<file path="src/core/regen_cursor_pkg.sv">
// Overview of operation
// - after both searches, fetch first byte; examine pulse tests cursor bit and key activity.
// - cursor bit set with pending key activity enters cursor adjustment instead.
// - otherwise check start marker, then dispatch on latched mode.
// - graphic, count 0: stage first byte, step and fetch next byte.
// - bytes two and three go by count 1 and 2; fetch fourth; count reaches 3.
// - with four bytes held, wait 135 ns, clear count, sample interlock and pen.
// - both clear: pulse moves X and Y to deflection outputs.
// - unprotected character mode with jump request inserts cursor at address just read.
// - else wait for interlock and pen clear, then hand over byte, cursor, new line.
// - character with cursor bit is drawn with cursor beneath it.
// - cursor in protected area displayed, but keyboard character entry refused.
// - jump places cursor at first address of next unprotected area.
// - unprotected: key character replaces code at cursor, cursor then advances.
// - address counter steps one per buffer cycle unless adjustment blocks it.
// - during adjustment stepping and display inhibited; afterwards both resume.
// - cursor bit with advance: block stepping, counter minus one.
// - next cycle rereads, clears cursor bit, flips parity, writes, counter plus one.
// - cursor handling only in character mode with all three features present.
// - advance: next address gets cursor bit, parity flip, counter minus one.
// - backspace: after clearing, counter down, preceding address gets cursor, then up.
// - jump removal sets jump protect for this mode and holds jump request.
package regen_cursor_pkg;

  localparam int ADDR_W = 12;
  localparam int CODE_W = 8;
  localparam int WORD_W = 10;
  localparam int CURSOR_BIT = 8;
  localparam int PARITY_BIT = 9;
  localparam int KEY_W = 6;

  localparam logic [CODE_W-1:0] START_MARKER_CODE = 8'h2a;
  // new line value is a plain default, override per character set
  localparam logic [CODE_W-1:0] NEW_LINE_CODE = 8'h15;

  localparam int DEFL_DELAY_NS = 135;
  localparam int CLK_PERIOD_NS = 25;
  localparam logic [2:0] DEFL_DELAY_CYCLES =
    3'((DEFL_DELAY_NS + CLK_PERIOD_NS - 1) / CLK_PERIOD_NS);

  localparam logic [7:0] REG_FEATURE = 8'h00;
  localparam logic [7:0] REG_STATUS = 8'h04;
  localparam logic [7:0] REG_ADDRESS = 8'h08;
  localparam logic [2:0] FEATURE_RESET = 3'h7;
  localparam int FEAT_CHARGEN = 0;
  localparam int FEAT_KEYBOARD = 1;
  localparam int FEAT_BUFFER = 2;

  typedef enum logic [2:0] {
    ST_IDLE      = 3'h0,
    ST_READ      = 3'h1,
    ST_LATCH     = 3'h3,
    ST_STORE     = 3'h2,
    ST_EXAMINE   = 3'h6,
    ST_CHAR_WAIT = 3'h7,
    ST_DELAY     = 3'h5,
    ST_DEFL_WAIT = 3'h4
  } state_t;

  typedef enum logic [1:0] {
    ACT_NONE    = 2'h0,
    ACT_REMOVE  = 2'h1,
    ACT_INSERT  = 2'h2,
    ACT_REPLACE = 2'h3
  } act_t;

  typedef enum logic [1:0] {
    KEY_ADV  = 2'h0,
    KEY_BACK = 2'h1,
    KEY_JUMP = 2'h2,
    KEY_CHAR = 2'h3
  } key_kind_t;

endpackage

</file>
<file path="src/core/display_regen_cursor_control.sv">
// Chosen here: the register addresses and the plain strobed port.
`timescale 1ns/10ps
module display_regen_cursor_control (
  input  wire logic                                 clk_sys,
  input  wire logic                                 arst_n,
  input  wire logic [7:0]                           reg_addr,
  input  wire logic [31:0]                          reg_wdata,
  input  wire logic                                 reg_wr,
  input  wire logic                                 reg_rd,
  output logic      [31:0]                          reg_rdata,
  input  wire logic                                 searches_done,
  input  wire logic [regen_cursor_pkg::ADDR_W-1:0]  first_data_addr,
  input  wire logic                                 mode_graphic,
  input  wire logic                                 mode_char,
  input  wire logic                                 mode_protected,
  input  wire logic                                 deflection_interlock,
  input  wire logic                                 pen_hit_latch,
  input  wire logic                                 key_advance,
  input  wire logic                                 key_backspace,
  input  wire logic                                 key_jump,
  input  wire logic                                 key_char_strobe,
  input  wire logic [regen_cursor_pkg::KEY_W-1:0]   key_char,
  output logic      [regen_cursor_pkg::ADDR_W-1:0]  mem_addr,
  output logic                                      mem_rd,
  output logic                                      mem_wr,
  output logic      [regen_cursor_pkg::WORD_W-1:0]  mem_wdata,
  input  wire logic [regen_cursor_pkg::WORD_W-1:0]  mem_rdata,
  output logic                                      byte_examine_pulse,
  output logic                                      buffer_cycle_start_pulse,
  output logic                                      start_marker_found,
  output logic                                      deflection_transfer_pulse,
  output logic      [15:0]                          defl_x,
  output logic      [15:0]                          defl_y,
  output logic                                      char_strobe,
  output logic      [regen_cursor_pkg::CODE_W-1:0]  char_code,
  output logic                                      char_cursor,
  output logic                                      char_new_line
);
  import regen_cursor_pkg::*;

  typedef struct packed {
    state_t              state;
    act_t                act;
    key_kind_t           adj_kind;
    logic                then_examine;
    logic [ADDR_W-1:0]   bac;
    logic [ADDR_W-1:0]   byte_addr;
    logic [WORD_W-1:0]   byte_reg;
    logic [1:0]          byte_count;
    logic [2:0]          delay;
    logic [CODE_W-1:0]   x_hi;
    logic [CODE_W-1:0]   x_lo;
    logic [CODE_W-1:0]   y_hi;
    logic                graphic;
    logic                character;
    logic                protect_mode;
    logic                jump_protect;
    logic                jump_request;
    logic                pend;
    key_kind_t           pend_kind;
    logic [KEY_W-1:0]    pend_char;
    logic [2:0]          feature;
    logic [31:0]         rdata;
    logic                sm_pulse;
    logic                defl_pulse;
    logic [15:0]         x_out;
    logic [15:0]         y_out;
    logic                ch_pulse;
    logic [CODE_W-1:0]   ch_code;
    logic                ch_cursor;
    logic                ch_nl;
  } state_s_t;

  state_s_t s;
  state_s_t next_s;

  logic cursor_en;
  logic cur_bit;
  logic key_any;
  logic pend_done;

  assign cursor_en = s.character & (&s.feature);
  assign cur_bit   = s.byte_reg[CURSOR_BIT];
  assign key_any   = key_advance | key_backspace | key_jump | key_char_strobe;

  // ************************************************************
  // sequencer
  // ************************************************************
  always_comb begin
    logic [WORD_W-1:0] w;
    w = mem_rdata;
    next_s = s;
    pend_done = 1'b0;
    next_s.sm_pulse = 1'b0;
    next_s.defl_pulse = 1'b0;
    next_s.ch_pulse = 1'b0;

    case (s.state)
      ST_IDLE: begin
        if (searches_done && s.feature[FEAT_BUFFER]) begin
          next_s.bac = first_data_addr;
          next_s.graphic = mode_graphic;
          next_s.character = mode_char;
          next_s.protect_mode = mode_protected;
          next_s.jump_protect = mode_protected;
          next_s.byte_count = 2'h0;
          next_s.act = ACT_NONE;
          next_s.state = ST_READ;
        end
      end
      ST_READ: begin
        if (s.act == ACT_NONE) begin
          next_s.bac = s.bac + 1'b1;
        end
        next_s.state = ST_LATCH;
      end
      ST_LATCH: begin
        next_s.state = ST_STORE;
        next_s.then_examine = 1'b1;
        next_s.act = ACT_NONE;
        case (s.act)
          ACT_REMOVE: begin
            w[CURSOR_BIT] = 1'b0;
            w[PARITY_BIT] = ~mem_rdata[PARITY_BIT];
            case (s.adj_kind)
              KEY_BACK: begin
                next_s.bac = s.bac - 1'b1;
                next_s.act = ACT_INSERT;
                next_s.then_examine = 1'b0;
              end
              KEY_JUMP: begin
                next_s.bac = s.bac + 1'b1;
                next_s.jump_protect = 1'b1;
                next_s.jump_request = 1'b1;
                pend_done = 1'b1;
              end
              default: begin
                next_s.bac = s.bac + 1'b1;
                next_s.act = ACT_INSERT;
                next_s.then_examine = 1'b0;
              end
            endcase
          end
          ACT_REPLACE: begin
            w = {1'b0, 1'b0, {(CODE_W-KEY_W){1'b0}}, s.pend_char};
            w[PARITY_BIT] = ~^w[CURSOR_BIT:0];
            next_s.bac = s.bac + 1'b1;
            next_s.act = ACT_INSERT;
            next_s.adj_kind = KEY_ADV;
            next_s.then_examine = 1'b0;
          end
          ACT_INSERT: begin
            w[CURSOR_BIT] = 1'b1;
            w[PARITY_BIT] = ~mem_rdata[PARITY_BIT];
            case (s.adj_kind)
              KEY_BACK: begin
                next_s.bac = s.bac + 1'b1;
                next_s.then_examine = 1'b0;
                pend_done = 1'b1;
              end
              KEY_JUMP: begin
                next_s.bac = s.bac + 1'b1;
                next_s.jump_request = 1'b0;
              end
              default: begin
                next_s.bac = s.bac - 1'b1;
                next_s.then_examine = 1'b0;
                pend_done = 1'b1;
              end
            endcase
          end
          default: begin
          end
        endcase
        next_s.byte_reg = w;
      end
      ST_STORE: begin
        // the write-back has gone out; the byte register keeps its copy
        next_s.state = s.then_examine ? ST_EXAMINE : ST_READ;
      end
      ST_EXAMINE: begin
        next_s.state = ST_READ;
        if (cursor_en && cur_bit && s.pend) begin
          if (s.pend_kind == KEY_CHAR && s.protect_mode) begin
            pend_done = 1'b1;
            next_s.state = ST_CHAR_WAIT;
          end else begin
            next_s.bac = s.bac - 1'b1;
            next_s.adj_kind = s.pend_kind;
            next_s.act = (s.pend_kind == KEY_CHAR) ? ACT_REPLACE : ACT_REMOVE;
          end
        end else if (s.byte_reg[CODE_W-1:0] == START_MARKER_CODE
                     && !s.byte_addr[0]) begin
          next_s.sm_pulse = 1'b1;
          next_s.state = ST_IDLE;
        end else if (s.graphic) begin
          case (s.byte_count)
            2'h0: next_s.x_hi = s.byte_reg[CODE_W-1:0];
            2'h1: next_s.x_lo = s.byte_reg[CODE_W-1:0];
            2'h2: next_s.y_hi = s.byte_reg[CODE_W-1:0];
            default: begin
            end
          endcase
          if (s.byte_count == 2'h3) begin
            next_s.delay = DEFL_DELAY_CYCLES - 3'h1;
            next_s.state = ST_DELAY;
          end else begin
            next_s.byte_count = s.byte_count + 2'h1;
          end
        end else if (s.character) begin
          if (cursor_en && !s.jump_protect && s.jump_request) begin
            next_s.bac = s.bac - 1'b1;
            next_s.adj_kind = KEY_JUMP;
            next_s.act = ACT_INSERT;
          end else begin
            next_s.state = ST_CHAR_WAIT;
          end
        end
      end
      ST_CHAR_WAIT: begin
        if (!deflection_interlock && !pen_hit_latch) begin
          next_s.ch_pulse = 1'b1;
          next_s.ch_code = s.byte_reg[CODE_W-1:0];
          next_s.ch_cursor = cur_bit & s.feature[FEAT_CHARGEN];
          next_s.ch_nl = s.byte_reg[CODE_W-1:0] == NEW_LINE_CODE;
          next_s.state = ST_READ;
        end
      end
      ST_DELAY: begin
        if (s.delay == 3'h0) begin
          next_s.byte_count = 2'h0;
          next_s.state = ST_DEFL_WAIT;
        end else begin
          next_s.delay = s.delay - 3'h1;
        end
      end
      ST_DEFL_WAIT: begin
        if (!deflection_interlock && !pen_hit_latch) begin
          next_s.defl_pulse = 1'b1;
          next_s.x_out = {s.x_hi, s.x_lo};
          next_s.y_out = {s.y_hi, s.byte_reg[CODE_W-1:0]};
          next_s.state = ST_READ;
        end
      end
      default: next_s.state = ST_IDLE;
    endcase

    // address taken on entry, so the read cycle already shows it on the bus
    if (next_s.state == ST_READ) begin
      next_s.byte_addr = next_s.bac;
    end

    // a key landing in the cycle that retires the old one is kept
    if (pend_done) begin
      next_s.pend = 1'b0;
    end
    if (key_any && (!s.pend || pend_done)) begin
      next_s.pend = 1'b1;
      next_s.pend_char = key_char;
      if (key_advance) begin
        next_s.pend_kind = KEY_ADV;
      end else if (key_backspace) begin
        next_s.pend_kind = KEY_BACK;
      end else if (key_jump) begin
        next_s.pend_kind = KEY_JUMP;
      end else begin
        next_s.pend_kind = KEY_CHAR;
      end
    end

    // ************************************************************
    // register port
    // ************************************************************
    if (reg_wr && reg_addr == REG_FEATURE) begin
      next_s.feature = reg_wdata[2:0];
    end
    next_s.rdata = 32'h0;
    if (reg_rd) begin
      case (reg_addr)
        REG_FEATURE: next_s.rdata = {29'h0, s.feature};
        REG_STATUS:  next_s.rdata = {18'h0, s.byte_count, s.pend_kind, s.pend,
                                     s.jump_request, s.jump_protect, s.act, 2'h0, s.state};
        REG_ADDRESS: next_s.rdata = {20'h0, s.bac};
        default:     next_s.rdata = 32'h0;
      endcase
    end
  end

  always_ff @(posedge clk_sys or negedge arst_n) begin
    if (!arst_n) begin
      s <= '0;
      s.feature <= FEATURE_RESET;
    end else begin
      s <= next_s;
    end
  end

  // ************************************************************
  // outputs
  // ************************************************************
  assign reg_rdata = s.rdata;
  assign mem_addr = s.byte_addr;
  assign mem_rd = s.state == ST_READ;
  assign mem_wr = s.state == ST_STORE;
  assign mem_wdata = s.byte_reg;
  assign byte_examine_pulse = s.state == ST_EXAMINE;
  assign buffer_cycle_start_pulse = s.state == ST_READ;
  assign start_marker_found = s.sm_pulse;
  assign deflection_transfer_pulse = s.defl_pulse;
  assign defl_x = s.x_out;
  assign defl_y = s.y_out;
  assign char_strobe = s.ch_pulse;
  assign char_code = s.ch_code;
  assign char_cursor = s.ch_cursor;
  assign char_new_line = s.ch_nl;
endmodule

</file>
<file path="config.mk">
export PLATFORM = sky130hd
export DESIGN_NAME = display_regen_cursor_control
export DESIGN_NICKNAME = d
export VERILOG_FILES = /design/src/core/regen_cursor_pkg.sv /design/src/core/display_regen_cursor_control.sv
export SDC_FILE = /design/constraint.sdc
export NUM_CORES = 1
export LEC_CHECK = 0
export BUFFER_PORTS_ARGS = -buffer_cell sky130_fd_sc_hd__buf_2
export CORE_MARGIN = 3
export CORE_UTILIZATION = 51
export CTS_BUF_LIST = sky130_fd_sc_hd__clkbuf_8
export CTS_CLUSTER_DIAMETER = 50
export DETAILED_ROUTE_END_ITERATION = 6
export PLACE_DENSITY_LB_ADDON = 0.1
export SLEW_MARGIN = 20
export SYNTH_ARGS = -nofsm -noshare
export SYNTH_HDL_FRONTEND = slang
export SYNTH_SLANG_ARGS = --single-unit
</file>
<file path="constraint.sdc">
create_clock -name clk_sys -period 2.26 [get_ports clk_sys]
set_input_delay 0.339 -clock clk_sys [delete_from_list [all_inputs] [get_ports clk_sys]]
set_output_delay 0.339 -clock clk_sys [all_outputs]
set_load 0.02 [all_outputs]
</file>
; ---- After elaboration in Yosys (flattened, before gate mapping)
; Index checks and enable logic that the tools add are counted.
[word_totals]
regBits = 165
out_inout_bits = 103
[classes]
addsub = 4
bitwise = 8
reduce_logical = 44
n_mux = 75
n_eq_ne = 39
[ops]
columns = cell, count
row1 = $mux 12, 10
row2 = $mux 29, 3
row3 = $mux 33, 2
row4 = $pmux 12 s4, 1
row5 = $pmux 14 s3, 1
row6 = $pmux 13 s3, 1
row7 = $mux 8, 4
row8 = $mux 3, 10
row9 = $mux 11, 2
row10 = $pmux 3 s7, 1
row11 = $reduce_and 7->1, 3
row12 = $mux 2, 9
row13 = $pmux 2 s3, 3
row14 = $mux 4, 4
row15 = $reduce_and 5->1, 3
row16 = $mux 14, 1
row17 = $mux 7, 2
row18 = $ne 2x1->1 const B, 7
row19 = $add 12x1->12 const B, 1
row20 = $eq 2x2->1 const B, 6
row21 = $eq 3x3->1 const B, 4
row22 = $mux 1, 12
row23 = $ne 2x2->1 const B, 6
row24 = $sub 12x1->12 const B, 1
row25 = 34 further kinds, 73

; ---- Depth between registers and ports, before layout
[depth]
depth_word = 11
mapped_depth = 10
ltp_nobuf = 9

; ---- Least setup slack after synthesis
; OpenSTA, ideal clock, no wires.
[synth_timing]
path_kind = flip-flop to flip-flop
startpoint = register s[79] (netlist name)
endpoint = register s, in the netlist mem_addr[10]
synth_period_minus_slack_ns = 2.449
path_stages_with_launch = 8
setup_slack_ns = -0.189
arrival_time_ns = 2.324
path_cell_list = dfstp_2 > nand3_2 > or3b_2 > nand4b_1 > a21oi_1 > nor3b_1 > buf_2 > mux2_2
[synth_between]
elab_chain_len = 11
word_cells_on_any_way = 22
cone_classes = eq/ne: 1 / mux: 14 / bitwise: 1 / reduce/logical: 6
[synth_lines]
columns = element, line
row1 = from (decl), display_regen_cursor_control.sv:74  ; state_s_t s;
row2 = from (signal assigned), display_regen_cursor_control.sv:294  ; s <= next_s;
row3 = $reduce_and 3->1, display_regen_cursor_control.sv:82  ; assign cursor_en = s.character & (&s.feature);
row4 = $and 1x1->1, display_regen_cursor_control.sv:82
row5 = $logic_and 1x1->1 (2 in series), display_regen_cursor_control.sv:211  ; if (cursor_en && !s.jump_protect && s.jump_request) begin
row6 = $mux 3, display_regen_cursor_control.sv:211
row7 = $mux 7, display_regen_cursor_control.sv:210  ; end else if (s.character) begin
row8 = $mux 3, display_regen_cursor_control.sv:196  ; end else if (s.graphic) begin
row9 = $mux 3, display_regen_cursor_control.sv:192  ; end else if (s.byte_reg[CODE_W-1:0] == START_MARKER_CODE
row10 = $mux 7, display_regen_cursor_control.sv:183  ; if (cursor_en && cur_bit && s.pend) begin
row11 = $pmux 3 s7, display_regen_cursor_control.sv:98  ; case (s.state)
row12 = $eq 3x1->1, display_regen_cursor_control.sv:249  ; if (next_s.state == ST_READ) begin
; Parallel ways exist; a longest one is shown, timed or not. The select of a mux whose other input is x is not followed.
; A chain may end at the register's enable or synchronous reset.

==> summary.md <==
| Metric | Value |
|---|---|
| Total global routing overflow | `0` |
| Worst-Margin Slew | `around 650 ps` |
| IO Pins | `185` |
| Site Rows | `45` |
| Violated checks | `negative setup slack` |
| Placed cell areas | `around 9500 um2` |
| Setup Skew | `around 17 ps` |
| Gpl congestion | `0.959` |
| Setup WS pre-CTS | `-278 ps` |
| Initial DRC count | `504` |
| Largest net degree at the start of global routing | `54` |
| CTS tree | `done` |
| Post-synthesis sequential area ratio | `between 40% and 50%` |
| Vias per cell | `5.51` |
| Max_cap viols | `0` |
| Final hold vios | `0` |
| Most used flip-flop cell after synthesis | `dfrtp_1` |
| Share of the synthesized area in the top cell type | `44.2%` |
| Final wirelength | `24000 um` |
| Worst hold slack | `109 ps` |
| Max-slew violations | `0` |
| Ant diodes | `0` |
| Final setup margin | `-247 ps` |
| Clock sinks | `around 150` |
| Clock Path Buffers | `2` |
| HPWL Detailed | `18000 um` |
| HP Class | `in -> reg` |
| Cell Pwr Density | `1170 nW/um2` |
| Post-synthesis register bit count | `around 150` |
| Synth area leaders | `dfrtp_1 (44%), mux2_2 (13%), buf_4 (8.7%)` |
| Total power draw | `0.0122 W` |
| Fin area | `10400 um2` |
| Vias | `6685` |
| Vias in the first global route | `around 6700` |
| Fmax | `around 400 MHz` |
| CTS HTree Levels | `4` |
| First-pass GRT wire length | `37400 um` |
| Worst EP arrival | `between 2000 and 3000 ps` |
| LEAKAGE | `5.21 nW` |
| Final Non-Filler Cells | `about 1200` |
| Final setup fails | `24` |
| ANT nets after route | `0` |
| Synth-to-layout area growth | `27.4%` |
| Mean routed wirelength per cell | `approximately 20 um` |
| Slew headroom | `56.2%` |
| Clk pin slew, worst setup/hold paths | `100 ps` |
| Core area | `approximately 15000 um2` |
| Die Span X | `132 um` |
| Leading area contributor after synthesis | `dfrtp_1` |
| Net count, final | `~1100` |
| Count leader, synth | `dfrtp_1` |
| Initial antenna violation count | `0` |
| Drt pass-1 iters | `5` |
| CP Launch Type | `register` |
| Critical Path RT | `2600 ps` |
| Root cell of the clock tree | `clkbuf_8` |
| Post-synth cell types | `77` |
| GRT Total Usage | `between 20% and 30%` |
| Proportion of layout cells with a drive suffix above 1 | `49.3%` |
| Most instantiated cells after synthesis | `dfrtp_1 (144), buf_4 (95), mux2_2 (94), nand2_1 (63), nor2_1 (47)` |
| Fin crit share | `111%` |
| DRC | `0` |
| Critical path peak fanout | `6` |
| RSZ-0062 raised after global routing | `yes` |
| Cells after synthesis | `793` |
| EDFF count, synth | `0` |
| Die area | `roughly 18000 um2` |
| Crit Path Category | `reg -> reg` |
| Post-Syn Area | `8160 um2` |
| IO buf count | `137` |
| Starting density of the core | `a little over half` |
| TritonCTS buffer count | `17` |
| Post-layout min period | `around 2500 ps` |
| Maximum VDD drop | `about 0.00067 V` |
| Async S/R FF share, synth | `100%` |
| Placed insts | `1166` |
| CP Capture Type | `register` |
| Worst-Skew Late Latency | `460 ps` |
| Die Y | `between 100 and 150 um` |
| Status | `finished, violations left` |
| Syn. warnings | `0` |
| Mean Syn Cell Area | `10.3 um2` |
==> path summary, 6_finish.rpt <==
| path | start | end | slack (ps) | cells past startpoint |
|---|---|---|---|---|
| worst min register to register | defl_y[3] | defl_y[3] | 510 | 1 |
| worst max register to register | s[78] | mem_addr[5] | -250 | 10 |
| min in group asynchronous | arst_n | s[98] | 390 | 2 |
| worst max-delay path | s[78] | mem_addr[5] | -250 | 10 |
| max in group asynchronous | arst_n | s[77] | 1200 | 3 |
| worst min-delay path | key_char[2] | s[82] | 110 | 2 |
==> power breakdown <==
group / internal [W] / switching (W)
sequential: 0.00321 / 0.000430
clock: 0.000815 / 0.00116
combinational: 0.00298 / 0.00359
==> critical path, cell delays in order, from the launching register on <==
cell	delay, ps
dfstp_2	570
nand3_4	100
or3_4	410
buf_6	140
nand3_4	80
o2bb2ai_4	60
a21o_1	190
nor3b_4	260
buf_6	150
buf_12	130
mux2_4	300
==> placed cells by master (no fill, tap or decap), types with 19 or more instances in the layout <==
cell type,count
nand2_1,59
a21oi_1,22
mux2_2,76
nor2_1,40
buf_4,137
o21ai_0,33
inv_1,19
dfrtp_1,140
buf_2,136
==> metal layers <==
metal	up-vias	global-route usage, %	wire [um]
li1	3097	-	-
met1	3313	39.5	11100
met2	248	42.9	11100
met3	27	5.36	1540
met4	0	7.22	299
met5	-	0	0
==> area by class of cell <==
cell class	count	area (um2)
timing repair buffer	295	2010
inverter	20	75.1
tap	211	264
multi-input combinational	508	3980
clock inverter	15	139
sequential	147	3690
fill	1242	5040
clock buffer	17	234
==> sequential cells by signal, summed over array words and instances (netlist names) <==
| name | count |
|---|---|
| mem_wdata | 10 |
| start_marker_found | 1 |
| s | 66 |
| deflection_transfer_pulse | 1 |
| char_strobe | 1 |
| char_code | 8 |
| defl_y | 16 |
| mem_addr | 12 |
| defl_x | 16 |
| char_new_line | 1 |
| reg_rdata | 14 |
| char_cursor | 1 |
==> cell families (layout without fill, tap and decap cells) <==
group | count (synthesis) | count (layout) | synth area share, %
buffers and inverters | 155 | 347 | 11.6
and+or+nand+nor | 207 | 207 | 12.7
AOI/OAI and AO/OA | 145 | 145 | 12.2
muxes | 105 | 105 | 14.3
xor gates and xnor gates | 23 | 23 | 2.47
adders and majority gates | 10 | 10 | 1.53
other | 1 | 18 | 0.0460
DFF | 147 | 147 | 45.2
==> through the flow <==
step                      util [%]  setup TNS [ps]
after floorplan                  -            -746
after global placement        61.4           -4900
after detailed placement      61.4           -6960
after CTS                     65.3           -3670
after global routing          67.3           -4610
final                         67.3           -2840
==> what timing repair did <==
| action | in CTS | in global routing |
|---|---|---|
| hold buffers | 1 | 0 |
| endpoints found under the hold margin | 50 | 0 |
| gates resized for setup | 44 | 66 |
| cloned | 1 | 0 |
| pin swaps | 13 | 21 |
| setup endpoints to repair | 54 | 41 |
| setup buffers | 3 | 12 |
No activity file was read; power rests on OpenSTA's default activity.
